===== src/shared/id_words_consts.svh =====
// constants for identification data words 53 and 65 through 82
// Operation
// - word 65 reads 0078h, minimum multiword DMA cycle 120 ns
// - word 66 reads 0078h, recommended multiword DMA cycle 120 ns
// - word 67 reads 0078h, minimum PIO cycle without flow control
// - word 68 reads 0078h, minimum PIO cycle with IORDY flow control
// - word 69 reads 0c08h: buffer DMA commands, extended sector count
// - word 75 reads 001fh, queue depth minus one, upper bits zero
// - word 76 sets bits 15,12,10,9,8; bit 11 and reserved zero
// - word 76 bit 1 always set; bits 2,3 follow model rate support
// - word 77 bits 3-1 encode negotiated rate 011/010/001
// - word 77 sets bits 5 and 4; bits 15-6 read zero
// - word 78 reads 0cdeh, supported link features
// - word 79 reads 0040h, only setting preservation enabled
// - word 80 reads 03fch, word 81 reads 0029h
// - word 82 reads 746bh, command set support
// - word 53 bit 1 set, words 64-70 valid
`ifndef ID_WORDS_CONSTS_SVH
`define ID_WORDS_CONSTS_SVH
`define W53_VALUE      16'h0007
`define W65_VALUE      16'h0078
`define W66_VALUE      16'h0078
`define W67_VALUE      16'h0078
`define W68_VALUE      16'h0078
`define W69_VALUE      16'h0c08
`define W75_VALUE      16'h001f
`define W76_BASE       16'h9702
`define W76_GEN2_BIT   2
`define W76_GEN3_BIT   3
`define W77_BASE       16'h0030
`define W77_SPD_LSB    1
`define W78_VALUE      16'h0cde
`define W79_VALUE      16'h0040
`define W80_VALUE      16'h03fc
`define W81_VALUE      16'h0029
`define W82_VALUE      16'h746b
`define SPD_GEN1       3'h1
`define SPD_GEN2       3'h2
`define SPD_GEN3       3'h3
`define ADDR_W53       12'h0d4
`define ADDR_FIRST     12'h104
`define ADDR_LAST      12'h148
`define ADDR_CTRL      12'h200
`define ADDR_STAT      12'h204
`define CTRL_GEN2_BIT  0
`define CTRL_GEN3_BIT  1
`define CTRL_RESET     2'h3
`define RESP_OKAY      2'h0
`define RESP_SLVERR    2'h2
`endif


===== src/shared/id_words_pkg.sv =====
// types for the identification data register bank
`default_nettype none
package id_words_pkg;
	typedef enum logic [1:0] {RD_IDLE, RD_RESP} rd_state_t;
	typedef struct packed {
		logic        aw_ok;
		logic        w_ok;
		logic [11:0] awaddr;
		logic [31:0] wdata;
		logic [3:0]  wstrb;
		logic        bvalid;
		logic [1:0]  bresp;
		logic        awready;
		logic        wready;
	} wr_chan_t;
	typedef struct packed {
		wr_chan_t    wr;
		rd_state_t   rd;
		logic        arready;
		logic        rvalid;
		logic [31:0] rdata;
		logic [1:0]  rresp;
		logic [1:0]  ctrl;
		logic [2:0]  speed;
		logic [7:0]  reneg_cnt;
	} state_t;
endpackage : id_words_pkg
`default_nettype wire


===== src/rtl/id_words.sv =====
// identification words 53, 65-82 served over axi4-lite
`include "id_words_consts.svh"
`default_nettype none
module id_words
	import id_words_pkg::*;
(
	// clock and reset
	input  wire logic        CLK,
	input  wire logic        RST,
	// link state and speed from the phy
	input  wire logic        LINK_UP,
	input  wire logic [2:0]  LINK_SPEED,
	// axi4-lite write address
	input  wire logic        S_AXI_AWVALID,
	output var  logic        S_AXI_AWREADY,
	input  wire logic [11:0] S_AXI_AWADDR,
	// axi4-lite write data
	input  wire logic        S_AXI_WVALID,
	output var  logic        S_AXI_WREADY,
	input  wire logic [31:0] S_AXI_WDATA,
	input  wire logic [3:0]  S_AXI_WSTRB,
	// axi4-lite write response
	output var  logic        S_AXI_BVALID,
	input  wire logic        S_AXI_BREADY,
	output var  logic [1:0]  S_AXI_BRESP,
	// axi4-lite read address
	input  wire logic        S_AXI_ARVALID,
	output var  logic        S_AXI_ARREADY,
	input  wire logic [11:0] S_AXI_ARADDR,
	// axi4-lite read data
	output var  logic        S_AXI_RVALID,
	input  wire logic        S_AXI_RREADY,
	output var  logic [31:0] S_AXI_RDATA,
	output var  logic [1:0]  S_AXI_RRESP
);

	state_t s_r;
	state_t s_nxt;

	// link state seen last cycle, for renegotiation edge
	logic link_up_r;
	always_ff @(posedge CLK) begin
		if (RST) begin
			link_up_r <= 1'b0;
		end else begin
			link_up_r <= LINK_UP;
		end
	end

	logic reneg;
	assign reneg = LINK_UP && !link_up_r;

	// identification word table, word n at byte 4*n
	logic [15:0] id_word [65:82];
	logic [15:0] w76;
	logic [15:0] w77;

	// model-dependent rate support bits of word 76, negotiated rate bits of word 77
	always_comb begin
		w76 = `W76_BASE;
		w76[`W76_GEN2_BIT] = s_r.ctrl[`CTRL_GEN2_BIT];
		w76[`W76_GEN3_BIT] = s_r.ctrl[`CTRL_GEN3_BIT];
		w77 = `W77_BASE;
		w77[`W77_SPD_LSB +: 3] = s_r.speed;
	end

	genvar gi;
	generate
		for (gi = 65; gi <= 82; gi++) begin : g_word
			always_comb begin
				case (gi)
					65: id_word[gi] = `W65_VALUE;
					66: id_word[gi] = `W66_VALUE;
					67: id_word[gi] = `W67_VALUE;
					68: id_word[gi] = `W68_VALUE;
					69: id_word[gi] = `W69_VALUE;
					75: id_word[gi] = `W75_VALUE;
					76: id_word[gi] = w76;
					77: id_word[gi] = w77;
					78: id_word[gi] = `W78_VALUE;
					79: id_word[gi] = `W79_VALUE;
					80: id_word[gi] = `W80_VALUE;
					81: id_word[gi] = `W81_VALUE;
					82: id_word[gi] = `W82_VALUE;
					default: id_word[gi] = 16'h0000;
				endcase
			end
		end
	endgenerate

	// read decode
	logic [31:0] rd_data;
	logic [1:0]  rd_resp;
	always_comb begin
		rd_data = 32'h0000_0000;
		rd_resp = `RESP_OKAY;
		if (S_AXI_ARADDR[1:0] != 2'h0) begin
			rd_resp = `RESP_SLVERR;
		end else if (S_AXI_ARADDR == `ADDR_W53) begin
			rd_data = {16'h0000, `W53_VALUE};
		end else if (S_AXI_ARADDR >= `ADDR_FIRST && S_AXI_ARADDR <= `ADDR_LAST) begin
			rd_data = {16'h0000, id_word[7'(S_AXI_ARADDR[11:2])]};
		end else if (S_AXI_ARADDR == `ADDR_CTRL) begin
			rd_data = {30'h0, s_r.ctrl};
		end else if (S_AXI_ARADDR == `ADDR_STAT) begin
			rd_data = {16'h0, s_r.reneg_cnt, 4'h0, LINK_UP, s_r.speed};
		end else begin
			rd_resp = `RESP_SLVERR;
		end
	end

	// next state
	always_comb begin
		s_nxt = s_r;
		// speed latched at each link-up edge
		if (reneg) begin
			s_nxt.speed = LINK_SPEED;
			s_nxt.reneg_cnt = s_r.reneg_cnt + 8'h01;
		end
		// write address and data taken in either order
		if (S_AXI_AWVALID && s_r.wr.awready) begin
			s_nxt.wr.aw_ok = 1'b1;
			s_nxt.wr.awaddr = S_AXI_AWADDR;
		end
		if (S_AXI_WVALID && s_r.wr.wready) begin
			s_nxt.wr.w_ok = 1'b1;
			s_nxt.wr.wdata = S_AXI_WDATA;
			s_nxt.wr.wstrb = S_AXI_WSTRB;
		end
		if (s_r.wr.aw_ok && s_r.wr.w_ok) begin
			s_nxt.wr.aw_ok = 1'b0;
			s_nxt.wr.w_ok = 1'b0;
			s_nxt.wr.bvalid = 1'b1;
			if (s_r.wr.awaddr == `ADDR_CTRL) begin
				s_nxt.wr.bresp = `RESP_OKAY;
				if (s_r.wr.wstrb[0]) begin
					s_nxt.ctrl = s_r.wr.wdata[1:0];
				end
			end else begin
				s_nxt.wr.bresp = `RESP_SLVERR;
			end
		end
		if (s_r.wr.bvalid && S_AXI_BREADY) begin
			s_nxt.wr.bvalid = 1'b0;
		end
		// read channel
		case (s_r.rd)
			RD_IDLE: begin
				s_nxt.arready = 1'b1;
				if (S_AXI_ARVALID && s_r.arready) begin
					s_nxt.arready = 1'b0;
					s_nxt.rvalid = 1'b1;
					s_nxt.rdata = rd_data;
					s_nxt.rresp = rd_resp;
					s_nxt.rd = RD_RESP;
				end
			end
			RD_RESP: begin
				if (S_AXI_RREADY) begin
					s_nxt.rvalid = 1'b0;
					s_nxt.arready = 1'b1;
					s_nxt.rd = RD_IDLE;
				end
			end
			default: begin
				s_nxt.rd = RD_IDLE;
			end
		endcase
		// readies kept in flops so the bus sees no logic path; reset clears them,
		// so nothing is taken before the second edge after release
		s_nxt.wr.awready = !s_nxt.wr.aw_ok && !s_nxt.wr.bvalid;
		s_nxt.wr.wready = !s_nxt.wr.w_ok && !s_nxt.wr.bvalid;
	end

	// state register
	always_ff @(posedge CLK) begin
		if (RST) begin
			s_r <= '0;
			s_r.rd <= RD_IDLE;
			s_r.ctrl <= `CTRL_RESET;
			s_r.speed <= `SPD_GEN1;
		end else begin
			s_r <= s_nxt;
		end
	end

	// outputs straight from flops
	assign S_AXI_AWREADY = s_r.wr.awready;
	assign S_AXI_WREADY  = s_r.wr.wready;
	assign S_AXI_BVALID  = s_r.wr.bvalid;
	assign S_AXI_BRESP   = s_r.wr.bresp;
	assign S_AXI_ARREADY = s_r.arready;
	assign S_AXI_RVALID  = s_r.rvalid;
	assign S_AXI_RDATA   = s_r.rdata;
	assign S_AXI_RRESP   = s_r.rresp;
endmodule : id_words
`default_nettype wire


===== config.mk =====
export PLATFORM = sky130hd
export DESIGN_NAME = id_words
export DESIGN_NICKNAME = d
export VERILOG_FILES = /design/src/shared/id_words_pkg.sv /design/src/rtl/id_words.sv
export VERILOG_INCLUDE_DIRS = /design/src /design/src/shared
export SDC_FILE = /design/constraint.sdc
export NUM_CORES = 1
export LEC_CHECK = 0
export BUFFER_PORTS_ARGS = -buffer_cell sky130_fd_sc_hd__clkbuf_2
export CAP_MARGIN = 40
export CORE_ASPECT_RATIO = 0.6
export CORE_UTILIZATION = 49
export DETAILED_ROUTE_END_ITERATION = 8
export PLACE_DENSITY = 0.8
export SLEW_MARGIN = 20
export SYNTH_ARGS = -nofsm -noshare
export SYNTH_HDL_FRONTEND = slang
export SYNTH_SLANG_ARGS = --single-unit

===== constraint.sdc =====
create_clock -name CLK -period 2.4 [get_ports CLK]
set_clock_uncertainty 0.2 [all_clocks]
set_input_delay 0.24 -clock CLK [delete_from_list [all_inputs] [get_ports CLK]]
set_output_delay 0.24 -clock CLK [all_outputs]
set_load 0.01 [all_outputs]

==> results.sh <==
export IMPL_syn_cell_area_um2=2840
export IMPL_ioPinCount=112
export IMPL_grt_pass1_vias=2343
export IMPL_relSlewSlack_pct=65.5
export IMPL_start_kind="primary input"
export IMPL_rsz0062_at_grt="no"
export IMPL_cts_sinks=55
export IMPL_vias_per_cell=5.27
export IMPL_path_cells="dlygate4sd3_1 > clkbuf_2 > nor4_2 > nand3_1 > and3b_1 > or4_1 > a21oi_1"
export IMPL_antenna_found_initial=0
export IMPL_root_buffer="clkbuf_8"
export IMPL_endpoint_kind="register"
export IMPL_cp_data_arrival_time_ns=2.29
export IMPL_clkPwrFrac_pct=33.8
export IMPL_min_period_ns=2.23
export IMPL_hp_class="in -> reg"
export IMPL_ys_warn_count=0
export IMPL_critPathTopFamily="simple AND/OR/NAND/NOR gates"
export IMPL_holdWs_ns=-0.00160
export IMPL_stdcell_count=498
export IMPL_fp_dieW_um=100
export IMPL_overflow=0
export IMPL_post_dp_hpwl_mm=4.82
export IMPL_synth_seq_cells=55
export IMPL_setup_viol=0
export IMPL_core_area_um2=5570
export IMPL_fillers=505
export IMPL_num_rows=21
export IMPL_violations="negative hold slack"
export IMPL_ir_drop_uv=310
export IMPL_setup_tns_ns=0
export IMPL_portBuffers=60
export IMPL_drv_slew=0
export IMPL_clock_latency_ns=0.32
export IMPL_leakage_nw=1.44
export IMPL_synth_async_sr_flop_share_pct=0
export IMPL_cts_buffers=5
export IMPL_swShare_pct=26.5
export IMPL_power_switching_mw=0.498
export IMPL_die_h_um=61.0
export IMPL_netlist_instances=349
export IMPL_tightest_slew_ns=0.512
export IMPL_cts_tree="done"
export IMPL_diodes=0
export IMPL_dieArea_um2=6120
export IMPL_worstSetupPathType="in -> reg"
export IMPL_netlist_area_leader_share_pct=38.8
export IMPL_hold_viol_final=1
export IMPL_internal_power_mw=1.38
export IMPL_synthTopCellsByCount="dfxtp_1 (55), nand2_1 (51), a21oi_1 (37), buf_4 (36), nor2_1 (27)"
export IMPL_multi_input_area_um2=1460
export IMPL_grt_pass1_wl_mm=10.9
export IMPL_clockBufferDepth=2
export IMPL_placed_cells=468
export IMPL_maxCapViolations=0
export IMPL_ant_nets=0
export IMPL_outcome="finished, violations left"
export IMPL_power_density_nw_per_um2=552
export IMPL_seq_power_share_pct=51.5
export IMPL_crit_buf_inv=2
export IMPL_synth_edff_count=0
export IMPL_synthFlopType="dfxtp_1"
export IMPL_drtPass1Iterations=5
export IMPL_combPwrFrac_pct=14.7
export IMPL_synth_top_cell_by_area="dfxtp_1"
export IMPL_cts_setup_buffers=0
export IMPL_syn_avg_cell_area_um2=8.14
export IMPL_synth_cell_types=50
export IMPL_fmax_mhz=448
export IMPL_drt_iter0_drc=164
export IMPL_htreeDepth=2
export IMPL_vias=2623
export IMPL_area_growth_pct=20.2
export IMPL_required_ns=2.45
export IMPL_seq_area_um2=1100
export IMPL_path_clk_slew_ns=0.11
export IMPL_drt_total_wl_mm=6.85
export IMPL_initial_core_util_pct=51.0
export IMPL_route_detailed_drc=0
export IMPL_yosysSeqAreaShare_pct=38.8
export IMPL_critPathMaxStageDelay_ns=0.53
export IMPL_min_period_over_period_pct=93.1
export IMPL_cp_slowest_cell="dlygate4sd3_1"
export IMPL_drive_gt1_share_pct=22.2
export IMPL_synth_area_top_cells="dfxtp_1 (39%), buf_4 (9.5%), nand2_1 (6.7%)"
export IMPL_place_congestion=0.891
export IMPL_wl_per_cell_um=13.8
export IMPL_yosysMostFrequentCell="dfxtp_1"
export IMPL_path_max_fanout=4
export IMPL_grt_use_total_pct=23.4
export IMPL_grt_max_degree=40
export IMPL_final_nets=494
==> flip-flops by register name, summed over array words and instances, names as in the netlist <==
signal,count
S_AXI_ARREADY,1
S_AXI_AWREADY,1
S_AXI_BRESP,1
S_AXI_BVALID,1
S_AXI_RDATA,16
S_AXI_RRESP,1
S_AXI_RVALID,1
S_AXI_WREADY,1
id_word,5
link_up_r,1
s_r,26
==> final cells by class <==
class                      count  area share (%)
inverter                       4           0.440
sequential                    55            32.3
multi-input combinational    255            42.6
tap                           80            2.93
clock inverter                 3            1.39
timing repair buffer          96            18.3
clock buffer                   5            2.02
==> metal layers <==
| layer | vias to the layer above | wire length (um) | global-route usage [%] |
|---|---|---|---|
| li1 | 1312 | - | - |
| met4 | 0 | 112 | 8.70 |
| met5 | - | 0 | 0 |
| met2 | 100 | 3010 | 36.2 |
| met3 | 16 | 500 | 4.49 |
| met1 | 1195 | 3230 | 32.8 |
==> worst paths after layout <==
kind	from	end	slack, ns	cells past startpoint
setup / recovery	S_AXI_ARADDR[7]	S_AXI_RRESP[1]	0.17	7
hold / removal	S_AXI_WVALID	s_r[61]	-0.002	3
setup reg to reg	s_r[49]	S_AXI_RDATA[2]	0.33	5
hold reg to reg	s_r[94]	s_r[94]	0.26	2
==> placed cells by master (no fill, tap or decap), types with 4 or more instances in the layout <==
cell type      Yosys  final
clkbuf_2           0     60
dfxtp_1           55     55
nand2_1           51     51
a21oi_1           37     37
nor2_1            27     27
dlygate4sd3_1      0     22
o21ai_0           19     19
conb_1             1     18
buf_4             36     14
a22oi_1            9      9
nand3_1            8      8
nor2b_1            7      7
ha_1               6      6
mux2i_1            5      5
mux2_2             5      5
clkbuf_8           0      5
inv_1              4      4
or3_1              4      4
nor4_1             5      4
nor3_1             4      4
or4_1              4      4
nand4_1            4      4
xor2_1             4      4
==> power by group through the flow <==
stage	Sequential, mW	Clock [mW]	Combinational [mW]
CTS	0.968	0.642	0.269
detailed placement	0.988	0	0.241
finish	0.969	0.636	0.277
floorplan	0.986	0	0.177
global route	0.974	0.681	0.305
global placement	0.987	0	0.233
==> repair_timing <==
action | in CTS | in global routing
resized for setup | 0 | 1
hold endpoints to repair | 22 | 0
endpoints found under the setup margin | 0 | 1
hold buffers | 22 | 0
==> worst min-delay path: cells and delay by family <==
family                 cells  cell delay, ns
AND/OR/NAND/NOR            1            0.08
buffers and inverters      1            0.10
AO/OA/AOI/OAI              1            0.05
==> through the flow <==
stage	utilization [%]	power [mW]	instance area, um^2	setup slack, ns
final	61.3	1.88	3410	0.166
after global routing	61.3	1.96	3410	0.0567
after CTS	61.2	1.88	3410	0.123
after detailed placement	55.1	1.23	3070	0.171
after global placement	55.1	1.22	3070	0.196
after floorplan	-	1.16	2900	0.269
==> logic make-up (layout without fill, tap and decap cells) <==
kind of cell	after synthesis	count (layout)	synth area share, %
simple gates	132	132	23.2
compound gates	84	84	17.5
mux	10	10	3.74
xor+xnor	5	5	1.54
buf+inv	56	108	12.5
flops	55	55	38.8
fa+ha+maj	6	6	2.64
other cells	1	18	0.132
(Power assumes the default switching activity.)
